`config.mk`:
```
export PLATFORM = sky130hd
export DESIGN_NAME = fsr_status
export DESIGN_NICKNAME = d
export VERILOG_FILES = /design/src/hw/fsr_pkg.sv /design/src/hw/fsr_byte_timer.sv /design/src/hw/fsr_status.sv
export SDC_FILE = /design/constraint.sdc
export NUM_CORES = 1
export LEC_CHECK = 0
export BUFFER_PORTS_ARGS = -buffer_cell sky130_fd_sc_hd__buf_4
export CORE_UTILIZATION = 50
export CTS_CLUSTER_DIAMETER = 30
export DETAILED_ROUTE_END_ITERATION = 6
export PLACE_DENSITY = 0.77
export SLEW_MARGIN = 5
export SYNTH_ARGS = -nofsm -noshare
export SYNTH_HDL_FRONTEND = slang
export SYNTH_SLANG_ARGS = --single-unit
```
`constraint.sdc`:
```
create_clock -name MCLK -period 2.5 [get_ports MCLK]
set_clock_uncertainty 0.15 [all_clocks]
set_input_delay 0.125 -clock MCLK [delete_from_list [all_inputs] [get_ports MCLK]]
set_output_delay 0.125 -clock MCLK [all_outputs]
set_load 0.1 [all_outputs]
```
`src/hw/fsr_pkg.sv`:
```
// fsr_pkg: constants and types of the floppy status and format block.
// assumes one 10 MHz clock; every byte-time cycle count is derived from its period.
package fsr_pkg;

  // ----------------------------------------
  // timing
  // ----------------------------------------
  localparam int CLK_PERIOD_NS      = 100;
  localparam int BYTE_TIME_FM_NS    = 32000;
  localparam int BYTE_TIME_MFM_NS   = 16000;
  localparam int BYTE_CYC_FM        = (BYTE_TIME_FM_NS + CLK_PERIOD_NS - 1) / CLK_PERIOD_NS;
  localparam int BYTE_CYC_MFM       = (BYTE_TIME_MFM_NS + CLK_PERIOD_NS - 1) / CLK_PERIOD_NS;
  localparam int BYTE_CNT_W         = 9;
  localparam logic [1:0] LOAD_TIMEOUT_BYTES = 2'h3;
  localparam logic [2:0] ADDR_SEARCH_REVS   = 3'h6;
  localparam logic [1:0] SYNC_COUNT         = 2'h3;

  // ----------------------------------------
  // register map and reset values
  // ----------------------------------------
  localparam logic [1:0] REG_STATUS    = 2'h0;
  localparam logic [1:0] REG_HOST_BYTE = 2'h1;
  localparam logic [7:0] STATUS_RESET  = 8'h00;
  localparam logic [7:0] HOST_BYTE_RESET = 8'h00;
  localparam logic [7:0] READ_UNMAPPED = 8'h00;

  // ----------------------------------------
  // format byte codes
  // ----------------------------------------
  localparam logic [7:0] BYTE_ZERO     = 8'h00;
  localparam logic [7:0] BYTE_SYNC_CMD = 8'hF5;
  localparam logic [7:0] BYTE_C2_CMD   = 8'hF6;
  localparam logic [7:0] BYTE_CRC2     = 8'hF7;
  localparam logic [7:0] BYTE_MARK_LO  = 8'hF8;
  localparam logic [7:0] BYTE_MARK_HI  = 8'hFB;
  localparam logic [7:0] BYTE_ID_MARK  = 8'hFE;
  localparam logic [7:0] BYTE_A1       = 8'hA1;
  localparam logic [7:0] BYTE_C2       = 8'hC2;

  // ----------------------------------------
  // sector sizes by length code
  // ----------------------------------------
  localparam logic [10:0] SECT_BYTES_0 = 11'h080;
  localparam logic [10:0] SECT_BYTES_1 = 11'h100;
  localparam logic [10:0] SECT_BYTES_2 = 11'h200;
  localparam logic [10:0] SECT_BYTES_3 = 11'h400;

  // ----------------------------------------
  // types
  // ----------------------------------------
  typedef enum logic [1:0] {CMD_T1, CMD_T2, CMD_T3} fsr_cmd_kind_type;

  typedef struct packed {
    logic             start;
    fsr_cmd_kind_type kind;
    logic             write;
    logic             format;
    logic             rdaddr;
  } fsr_cmd_type;

  typedef struct packed {
    logic       strobe;
    logic [7:0] data;
    logic       missing_clk;
    logic       crc2;
    logic       crc_preset;
  } fsr_disk_word_type;

  typedef enum {F_IDLE, F_LOAD, F_INDEX, F_WRITE} fsr_fmt_state_type;

endpackage

```
`src/hw/fsr_byte_timer.sv`:
```
// fsr_byte_timer: one-cycle pulse per disk byte time.
// assumes the density input is steady while run is high.
`timescale 1ns/1ps
`default_nettype none
module fsr_byte_timer
  import fsr_pkg::*;
#(
  parameter int CYC_FM  = BYTE_CYC_FM,
  parameter int CYC_MFM = BYTE_CYC_MFM
) (
  input  wire logic clk,
  input  wire logic rst,
  input  wire logic run,
  input  wire logic mfm,
  output logic      tick
);

  logic [BYTE_CNT_W-1:0] cnt_q;
  logic [BYTE_CNT_W-1:0] cnt_d;
  logic [BYTE_CNT_W-1:0] last;

  always_comb begin
    last = mfm ? BYTE_CNT_W'(CYC_MFM - 1) : BYTE_CNT_W'(CYC_FM - 1);
    tick = run && (cnt_q == last);
    if (!run || tick) begin
      cnt_d = '0;
    end else begin
      cnt_d = cnt_q + 1'b1;
    end
  end

  always_ff @(posedge clk) begin
    if (rst) begin
      cnt_q <= '0;
    end else begin
      cnt_q <= cnt_d;
    end
  end

endmodule // fsr_byte_timer
`default_nettype wire

```
`src/hw/fsr_status.sv`:
```
// fsr_status: status word, host byte register and track-format byte feed.
// assumes a command sequencer drives CMD and the event pulses, all synchronous.
//
// The implementer's own choices: the plain strobed port and the register offsets.
`timescale 1ns/1ps
`default_nettype none
module fsr_status
  import fsr_pkg::*;
(
  input  wire logic        MCLK,
  input  wire logic        RESET,
  input  wire logic [1:0]  ADDR,
  input  wire logic [7:0]  WDATA,
  input  wire logic        WR,
  input  wire logic        RD,
  output logic      [7:0]  RDATA,
  input  wire fsr_cmd_type CMD,
  input  wire logic        CMD_DONE,
  input  wire logic        FORCE_INT,
  input  wire logic        SPINUP_EV,
  input  wire logic        DELETED_EV,
  input  wire logic        RNF_EV,
  input  wire logic        CRC_EV,
  input  wire logic        TX_TAKE,
  input  wire logic        RX_VALID,
  input  wire logic [7:0]  RX_BYTE,
  input  wire logic        RX_SYNC,
  input  wire logic        RX_ID,
  input  wire logic [1:0]  SECTOR_CODE,
  input  wire logic        SPINDLE_RUNNING,
  input  wire logic        WRITE_PROTECTED,
  input  wire logic        TRACK_ZERO_SENSE,
  input  wire logic        INDEX_LEVEL,
  input  wire logic        DENSITY_SELECT_N,
  output logic             HOST_BYTE_REQUEST,
  output logic             COMPLETION_IRQ,
  output logic             COMMAND_ACTIVE,
  output fsr_disk_word_type DISK,
  output logic             MARK_FOUND,
  output logic      [10:0] SECTOR_BYTES
);

  // ----------------------------------------
  // state
  // ----------------------------------------
  logic busy_q, busy_d, view_t1_q, view_t1_d, wp_track_q, wp_track_d;
  logic s6_q, s6_d, s5_q, s5_d, s4_q, s4_d, s3_q, s3_d, ld_q, ld_d;
  logic req_q, req_d, irq_q, irq_d, wr_cmd_q, wr_cmd_d, rdaddr_q, rdaddr_d;
  logic addr_seen_q, addr_seen_d, index_q, mark_q, mark_d;
  logic [7:0]  hbr_q, hbr_d, rdata_q, rdata_d, st;
  logic [1:0]  wait_cnt_q, wait_cnt_d, sync_cnt_q, sync_cnt_d;
  logic [2:0]  idx_cnt_q, idx_cnt_d;
  logic [10:0] sect_q, sect_d;
  fsr_fmt_state_type fmt_q, fmt_d;
  fsr_disk_word_type disk_q, disk_d;

  logic rd_status, rd_hbr, wr_hbr, index_rise, tick, need, done, ld_set;

  assign rd_status  = RD && (ADDR == REG_STATUS);
  assign rd_hbr     = RD && (ADDR == REG_HOST_BYTE);
  assign wr_hbr     = WR && (ADDR == REG_HOST_BYTE);
  assign index_rise = INDEX_LEVEL && !index_q;

  fsr_byte_timer i_fsr_byte_timer (
    .clk  (MCLK),
    .rst  (RESET),
    .run  ((fmt_q == F_LOAD) || (fmt_q == F_WRITE)),
    .mfm  (!DENSITY_SELECT_N),
    .tick (tick)
  );

  // format byte translation
  function automatic fsr_disk_word_type encode(input logic [7:0] b, input logic mfm);
    fsr_disk_word_type w;
    w = '{strobe: 1'b1, data: b, missing_clk: 1'b0, crc2: 1'b0, crc_preset: 1'b0};
    if (b == BYTE_CRC2) begin
      w.crc2 = 1'b1;
    end else if (mfm && (b == BYTE_SYNC_CMD)) begin
      w.data        = BYTE_A1;
      w.missing_clk = 1'b1;
      w.crc_preset  = 1'b1;
    end else if (mfm && (b == BYTE_C2_CMD)) begin
      w.data        = BYTE_C2;
      w.missing_clk = 1'b1;
    end else if (!mfm && (((b >= BYTE_MARK_LO) && (b <= BYTE_MARK_HI)) || (b == BYTE_ID_MARK))) begin
      w.missing_clk = 1'b1;
      w.crc_preset  = 1'b1;
    end
    return w;
  endfunction

  // ----------------------------------------
  // status word view
  // ----------------------------------------
  always_comb begin
    st[7] = SPINDLE_RUNNING;
    st[6] = wp_track_q ? WRITE_PROTECTED : s6_q;
    st[5] = s5_q;
    st[4] = s4_q;
    st[3] = s3_q;
    st[2] = view_t1_q ? TRACK_ZERO_SENSE : ld_q;
    st[1] = (view_t1_q || !busy_q) ? INDEX_LEVEL : req_q;
    st[0] = busy_q;
  end

  // ----------------------------------------
  // next state
  // ----------------------------------------
  always_comb begin
    busy_d = busy_q;  view_t1_d = view_t1_q;  wp_track_d = wp_track_q;
    s6_d = s6_q;  s5_d = s5_q;  s4_d = s4_q;  s3_d = s3_q;  ld_d = ld_q;
    req_d = req_q;  irq_d = irq_q;  hbr_d = hbr_q;
    wr_cmd_d = wr_cmd_q;  rdaddr_d = rdaddr_q;  addr_seen_d = addr_seen_q;
    wait_cnt_d = wait_cnt_q;  idx_cnt_d = idx_cnt_q;  fmt_d = fmt_q;
    sync_cnt_d = sync_cnt_q;  mark_d = 1'b0;
    done = CMD_DONE;
    ld_set = 1'b0;
    need = TX_TAKE && (fmt_q == F_IDLE);
    rdata_d = READ_UNMAPPED;

    if (rd_status) begin
      rdata_d = st;
      irq_d = 1'b0;
    end
    if (rd_hbr) begin
      rdata_d = hbr_q;
    end
    if (rd_hbr || wr_hbr) begin
      req_d = 1'b0;
    end
    if (wr_hbr) begin
      hbr_d = WDATA;
    end

    case (fmt_q)
      F_IDLE: begin
      end
      F_LOAD: begin
        if (wr_hbr) begin
          fmt_d = F_INDEX;
        end else if (tick) begin
          if (wait_cnt_q == LOAD_TIMEOUT_BYTES - 2'h1) begin
            ld_set = 1'b1;
            done   = 1'b1;
          end else begin
            wait_cnt_d = wait_cnt_q + 2'h1;
          end
        end
      end
      F_INDEX: begin
        if (index_rise) begin
          fmt_d = F_WRITE;
          need  = 1'b1;
        end
      end
      F_WRITE: begin
        if (index_rise) begin
          done = 1'b1;
        end else begin
          need = tick;
        end
      end
      default: fmt_d = F_IDLE;
    endcase

    disk_d = '0;
    if (need) begin
      disk_d = encode(req_q ? BYTE_ZERO : hbr_q, !DENSITY_SELECT_N);
      if (req_q) begin
        ld_set = 1'b1;
      end
      req_d = 1'b1;
    end
    if (RX_VALID) begin
      hbr_d = RX_BYTE;
      if (req_q) begin
        ld_set = 1'b1;
      end
      req_d = 1'b1;
    end

    if (busy_q && rdaddr_q) begin
      if (RX_ID) begin
        addr_seen_d = 1'b1;
      end
      if (index_rise) begin
        if ((idx_cnt_q == ADDR_SEARCH_REVS - 3'h1) && !addr_seen_q && !RX_ID) begin
          s4_d = 1'b1;
          done = 1'b1;
        end else begin
          idx_cnt_d = idx_cnt_q + 3'h1;
        end
      end
    end

    if (CMD.start && !FORCE_INT) begin
      busy_d = 1'b1;  view_t1_d = (CMD.kind == CMD_T1);  wp_track_d = 1'b0;
      s6_d = CMD.write && WRITE_PROTECTED;
      s5_d = 1'b0;  s4_d = 1'b0;  s3_d = 1'b0;  ld_d = 1'b0;
      req_d = CMD.write;
      wr_cmd_d = CMD.write;  rdaddr_d = CMD.rdaddr;
      addr_seen_d = 1'b0;  idx_cnt_d = '0;  wait_cnt_d = '0;
      fmt_d = CMD.format ? F_LOAD : F_IDLE;
      done = 1'b0;
    end

    if (FORCE_INT) begin
      busy_d = 1'b0;
      fmt_d  = F_IDLE;
      done   = 1'b0;
      if (!busy_q) begin
        view_t1_d = 1'b1;  wp_track_d = 1'b1;
        s6_d = 1'b0;  s5_d = 1'b0;  s4_d = 1'b0;  s3_d = 1'b0;  ld_d = 1'b0;
        req_d = 1'b0;
      end
    end

    // spin-up, record kind, verify fail, missing, crc
    if (SPINUP_EV || DELETED_EV) begin
      s5_d = 1'b1;
    end
    if (RNF_EV) begin
      s4_d = 1'b1;
    end
    if (CRC_EV) begin
      s3_d = 1'b1;
    end
    if (busy_q && wr_cmd_q && WRITE_PROTECTED) begin
      s6_d = 1'b1;
    end
    if (ld_set) begin
      ld_d = 1'b1;
    end

    if (done && busy_q) begin
      busy_d     = 1'b0;
      irq_d      = 1'b1;
      wp_track_d = view_t1_q;
      fmt_d      = F_IDLE;
    end

    if (RX_SYNC) begin
      if (sync_cnt_q != SYNC_COUNT) begin
        sync_cnt_d = sync_cnt_q + 2'h1;
      end
    end else if (RX_VALID) begin
      mark_d     = (DENSITY_SELECT_N || (sync_cnt_q == SYNC_COUNT)) && (RX_BYTE >= BYTE_MARK_LO);
      sync_cnt_d = '0;
    end

    case (SECTOR_CODE)
      2'h0:    sect_d = SECT_BYTES_0;
      2'h1:    sect_d = SECT_BYTES_1;
      2'h2:    sect_d = SECT_BYTES_2;
      default: sect_d = SECT_BYTES_3;
    endcase
  end

  always_ff @(posedge MCLK) begin
    if (RESET) begin
      busy_q <= 1'b0;  view_t1_q <= 1'b1;  wp_track_q <= 1'b1;
      s6_q <= 1'b0;  s5_q <= 1'b0;  s4_q <= 1'b0;  s3_q <= 1'b0;  ld_q <= 1'b0;
      req_q <= 1'b0;  irq_q <= 1'b0;  hbr_q <= HOST_BYTE_RESET;  rdata_q <= STATUS_RESET;
      wr_cmd_q <= 1'b0;  rdaddr_q <= 1'b0;  addr_seen_q <= 1'b0;  index_q <= 1'b0;
      wait_cnt_q <= '0;  idx_cnt_q <= '0;  sync_cnt_q <= '0;  mark_q <= 1'b0;
      fmt_q <= F_IDLE;  disk_q <= '0;  sect_q <= SECT_BYTES_0;
    end else begin
      busy_q <= busy_d;  view_t1_q <= view_t1_d;  wp_track_q <= wp_track_d;
      s6_q <= s6_d;  s5_q <= s5_d;  s4_q <= s4_d;  s3_q <= s3_d;  ld_q <= ld_d;
      req_q <= req_d;  irq_q <= irq_d;  hbr_q <= hbr_d;  rdata_q <= rdata_d;
      wr_cmd_q <= wr_cmd_d;  rdaddr_q <= rdaddr_d;  addr_seen_q <= addr_seen_d;  index_q <= INDEX_LEVEL;
      wait_cnt_q <= wait_cnt_d;  idx_cnt_q <= idx_cnt_d;  sync_cnt_q <= sync_cnt_d;  mark_q <= mark_d;
      fmt_q <= fmt_d;  disk_q <= disk_d;  sect_q <= sect_d;
    end
  end

  assign RDATA             = rdata_q;
  assign HOST_BYTE_REQUEST = req_q;
  assign COMPLETION_IRQ    = irq_q;
  assign COMMAND_ACTIVE    = busy_q;
  assign DISK              = disk_q;
  assign MARK_FOUND        = mark_q;
  assign SECTOR_BYTES      = sect_q;

  // ----------------------------------------
  // checks
  // ----------------------------------------
  // motor bit
  property p_motor_bit;
    @(posedge MCLK) disable iff (RESET) rd_status |=> (RDATA[7] == $past(SPINDLE_RUNNING));
  endproperty
  a_motor_bit: assert property (p_motor_bit) else $error("motor bit wrong");

  property p_busy_start;
    @(posedge MCLK) disable iff (RESET) (CMD.start && !FORCE_INT) |=> COMMAND_ACTIVE;
  endproperty
  a_busy_start: assert property (p_busy_start) else $error("busy not set");

  property p_force_busy;
    @(posedge MCLK) disable iff (RESET) (FORCE_INT && busy_q && !SPINUP_EV && !DELETED_EV && !RNF_EV && !CRC_EV
      && !ld_set) |=> (!busy_q && ({s5_q, s4_q, s3_q, ld_q, view_t1_q} == $past({s5_q, s4_q, s3_q, ld_q, view_t1_q})));
  endproperty
  a_force_busy: assert property (p_force_busy) else $error("force while busy changed bits");

  property p_force_idle;
    @(posedge MCLK) disable iff (RESET) (FORCE_INT && !busy_q) |=> (view_t1_q && !busy_q && wp_track_q);
  endproperty
  a_force_idle: assert property (p_force_idle) else $error("force while idle not type I");

  property p_irq_clear;
    @(posedge MCLK) disable iff (RESET) (rd_status && !(done && busy_q)) |=> !COMPLETION_IRQ;
  endproperty
  a_irq_clear: assert property (p_irq_clear) else $error("status read kept irq");

  property p_req_clear;
    @(posedge MCLK) disable iff (RESET) ((rd_hbr || wr_hbr) && !need && !RX_VALID && !CMD.start) |=> !HOST_BYTE_REQUEST;
  endproperty
  a_req_clear: assert property (p_req_clear) else $error("access kept request");

  property p_overrun;
    @(posedge MCLK) disable iff (RESET) (need && req_q && !FORCE_INT && !CMD.start) |=> ld_q;
  endproperty
  a_overrun: assert property (p_overrun) else $error("overrun not flagged");

  property p_format_end;
    @(posedge MCLK) disable iff (RESET) (fmt_q == F_WRITE && index_rise && !FORCE_INT && !CMD.start)
      |=> (!COMMAND_ACTIVE && COMPLETION_IRQ && (fmt_q == F_IDLE));
  endproperty
  a_format_end: assert property (p_format_end) else $error("format not ended at index");

  property p_crc2;
    @(posedge MCLK) disable iff (RESET) (need && !req_q && (hbr_q == BYTE_CRC2)) |=> (DISK.strobe && DISK.crc2);
  endproperty
  a_crc2: assert property (p_crc2) else $error("crc byte not generated");

  property p_req_per_byte;
    @(posedge MCLK) disable iff (RESET) DISK.strobe |-> HOST_BYTE_REQUEST || $past(FORCE_INT || CMD.start);
  endproperty
  a_req_per_byte: assert property (p_req_per_byte) else $error("byte without request");

  property p_drq_bit;
    @(posedge MCLK) disable iff (RESET) (rd_status && busy_q && !view_t1_q) |=> (RDATA[1] == $past(req_q));
  endproperty
  a_drq_bit: assert property (p_drq_bit) else $error("bit 1 not request");

endmodule // fsr_status
`default_nettype wire

```
==> flow_summary_export.csv <==
group,metric,value,unit
outcome,status,"finished, final reports clean",
synthesis,synth.yosys.seq_area_share,0.459,
route,antenna_left,0,
timing,worstMarginPinSlew,0.565,ns
cells_and_area,drive_above_1_share,0.237,
cts,cts-root-buf,"clkbuf_8",
setup_path,critical_path_class,"input port to flop",
route,dr.pass1.iters,4,
worst_hold_path,hp-class,"input port to flop",
timing,max_freq,414,MHz
grt,grt_pass1_vias,2477,
synthesis,async_reset_ff_frac,0,
place,routabilityCongestion,0.834,
floorplanning,initial_core_util,0.518,
cts,cts_setup_buffers,0,
flow_run,drv_cap,0,
timing,setup_slack,0.0831,ns
synthesis,synth_area_per_cell,8.99,sq um
timing,hold_violations,0,
cells_and_area,post-route-cell-area,0.00402,sq mm
cells_and_area,layout_commonest_cell,"buf_4",
route,drt-total-wl,7.15,mm
pwr,vdd_drop_max,0.426,mV
synthesis,synth_top_cell_area_share,0.459,
cells_and_area,n_antenna_cell,0,
cells_and_area,final_cell_mix,"buf_4 (75), dfxtp_1 (64), nor2_1 (54)",
cts,path_clk_slew,0.07,ns
cells_and_area,n_fill_cell,418,
timing,setup_viol,0,
synthesis,synth_enable_flop_cells,0,
cells_and_area,area_growth,41.9,%
setup_path,arrival,2.56,ns
grt,grt_overflow_total,0,
route,met1Wirelength,3.27,mm
route,topRoutingLayerUsed,"met4",
setup_path,cp.required,2.65,ns
floorplanning,die_w,77.3,um
place,dpl.hpwl,4.65,mm
timing,finalCriticalPeriod,2.42,ns
place,port_buffers,72,
cts,htree_levels,3,
synthesis,synth.largest_area_cell,"dfxtp_1",
place,place_area,0.00342,sq mm
cts,clockBufferDepth,2,
cts,clock_sinks,65,
synthesis,ys_ff_latch,65,
cells_and_area,fin_util,0.734,
floorplanning,die_area,0.00597,sq mm
floorplanning,fp-row-count,27,
route,drc,0,
route,vias,2587,
floorplanning,num_io_pins,80,
synthesis,yosys_warnings,0,
cts,clk_latency,0.36,ns
synthesis,syn-cell-area,0.00283,sq mm
timing,tns,0,ns
setup_path,crit_path_max_fanout,5,
grt,grt_pass1_wl,11.6,mm
setup_path,end_kind,"flop",
floorplanning,die_h,77.3,um
route,drt_iter0_markers,146,
cts,cts_buffers,9,
timing,fin_crit_sh,0.967,
synthesis,synth_cell_types,47,
place,post-place-ws,0.182,ns
route,vias_per_cell,5.14,
setup_path,cp-start-kind,"input port",
timing,rsz0062_at_grt,"no",
pwr,powerDensity,594,mW/mm^2
synthesis,synth-main-ff-cell,"dfxtp_1",
cts,cts_tree,"done",
cells_and_area,nets,480,
pwr,power_leakage,1.73,nW
route,met3WireLength,355,um
synthesis,synthCells,315,
route,wl_met2,3.43,mm
grt,grt_use_total,0.254,
floorplanning,coreArea,0.00547,sq mm
synthesis,synth_area_leaders,"dfxtp_1 (46%), nor2_1 (7.3%), mux2i_1 (6.0%)",
grt,antenna_found_initial,0,
grt,grt_max_degree,39,
timing,final_max_slew_viol_count,0,
route,wl_per_cell,14.2,um
timing,timing.slew.headroom,0.623,
logic make-up (layout without fill, tap and decap cells):
kind of cell    after synthesis  in the layout  share of synthesized area
compound gates               57             57                      0.133
xor+xnor                     10             10                     0.0309
fa+ha+maj                     9              9                     0.0398
buf+inv                      32            142                     0.0517
flops                        65             65                      0.459
mux                          17             17                     0.0601
other cells                   1              7                    0.00132
simple gates                124            124                      0.224
Yosys cell counts, types with 2 or more instances:
cell	instances
nand3_1	6
xnor2_1	4
a32oi_1	2
a311oi_1	2
nand4_1	2
nand4b_1	2
nor2_1	55
o21ai_0	8
o211a_1	2
nor3_1	3
nand3b_1	4
buf_1	2
and2_1	6
clkbuf_1	11
dfxtp_1	65
a211oi_1	2
buf_4	7
ha_1	9
and4_1	2
a21oi_1	24
a31oi_1	4
nand2b_1	8
o22ai_1	2
inv_1	12
mux2i_1	17
nor4_1	5
o21a_1	2
or2_2	2
nor2b_1	5
xor2_1	6
a21o_1	2
nor3b_1	5
nand2_1	13
report_power, final:
part	internal (mW)	switching, mW	total [mW]
logic	0.154	0.240	0.395
registers	1.07	0.0308	1.10
clock network	0.484	0.409	0.893
total	1.71	0.680	2.39
final timing paths:
kind | start | end | slack (ns) | cells past startpoint
setup / recovery | DENSITY_SELECT_N | DISK[2] | 0.08 | 6
hold / removal | WDATA[3] | hbr_q[3] | 0.01 | 4
setup reg to reg | i_fsr_byte_timer.cnt_q[5] | DISK[2] | 0.14 | 5
hold reg to reg | i_fsr_byte_timer.cnt_q[0] | i_fsr_byte_timer.cnt_q[0] | 0.32 | 1
worst max-delay path, stage by stage:
cell and delay, ns:
dlygate4sd3_1 0.62, or4b_4 0.57, a2111oi_4 0.44, a32oi_2 0.18
or4b_4 0.52, a21oi_2 0.11
sequential cells by signal, indices dropped and copies added, names as in the netlist, 2 cells and up:
register / flops
DISK: 12
i_fsr_byte_timer.cnt_q: 9
RDATA: 8
hbr_q: 8
SECTOR_BYTES: 4
idx_cnt_q: 3
fmt_q: 2
sync_cnt_q: 2
wait_cnt_q: 2
area by class of cell:
cell class | count | area (sq um) | area share
clock buffer | 11 | 141 | 0.0352
inverter | 12 | 45.0 | 0.0112
multi-input combinational | 224 | 1430 | 0.356
clock inverter | 5 | 55.1 | 0.0137
tap | 72 | 90.1 | 0.0224
timing repair buffer | 114 | 953 | 0.237
sequential | 65 | 1300 | 0.324
routing by layer:
metal | GRT usage | up-vias
met2 | 0.416 | 72
met5 | 0 | -
met1 | 0.314 | 1207
met4 | 0.0774 | 0
li1 | - | 1299
met3 | 0.0857 | 9
stage by stage:
stage | power (mW) | hold WS, ns | std cells
floorplan | 1.35 | 0.0511 | 321
global placement | 1.45 | 0.163 | 449
detailed placement | 1.46 | 0.165 | 449
CTS | 2.38 | 0.00483 | 504
global route | 2.47 | 0.0278 | 503
finish | 2.39 | 0.0131 | 503
timing repair:
| action | in CTS | in global routing |
|---|---|---|
| gates resized for setup | 0 | 6 |
| setup endpoints to repair | 0 | 2 |
| endpoints found under the hold margin | 33 | 0 |
| hold buffers | 39 | 0 |
Power figures use the tool's default switching activity.
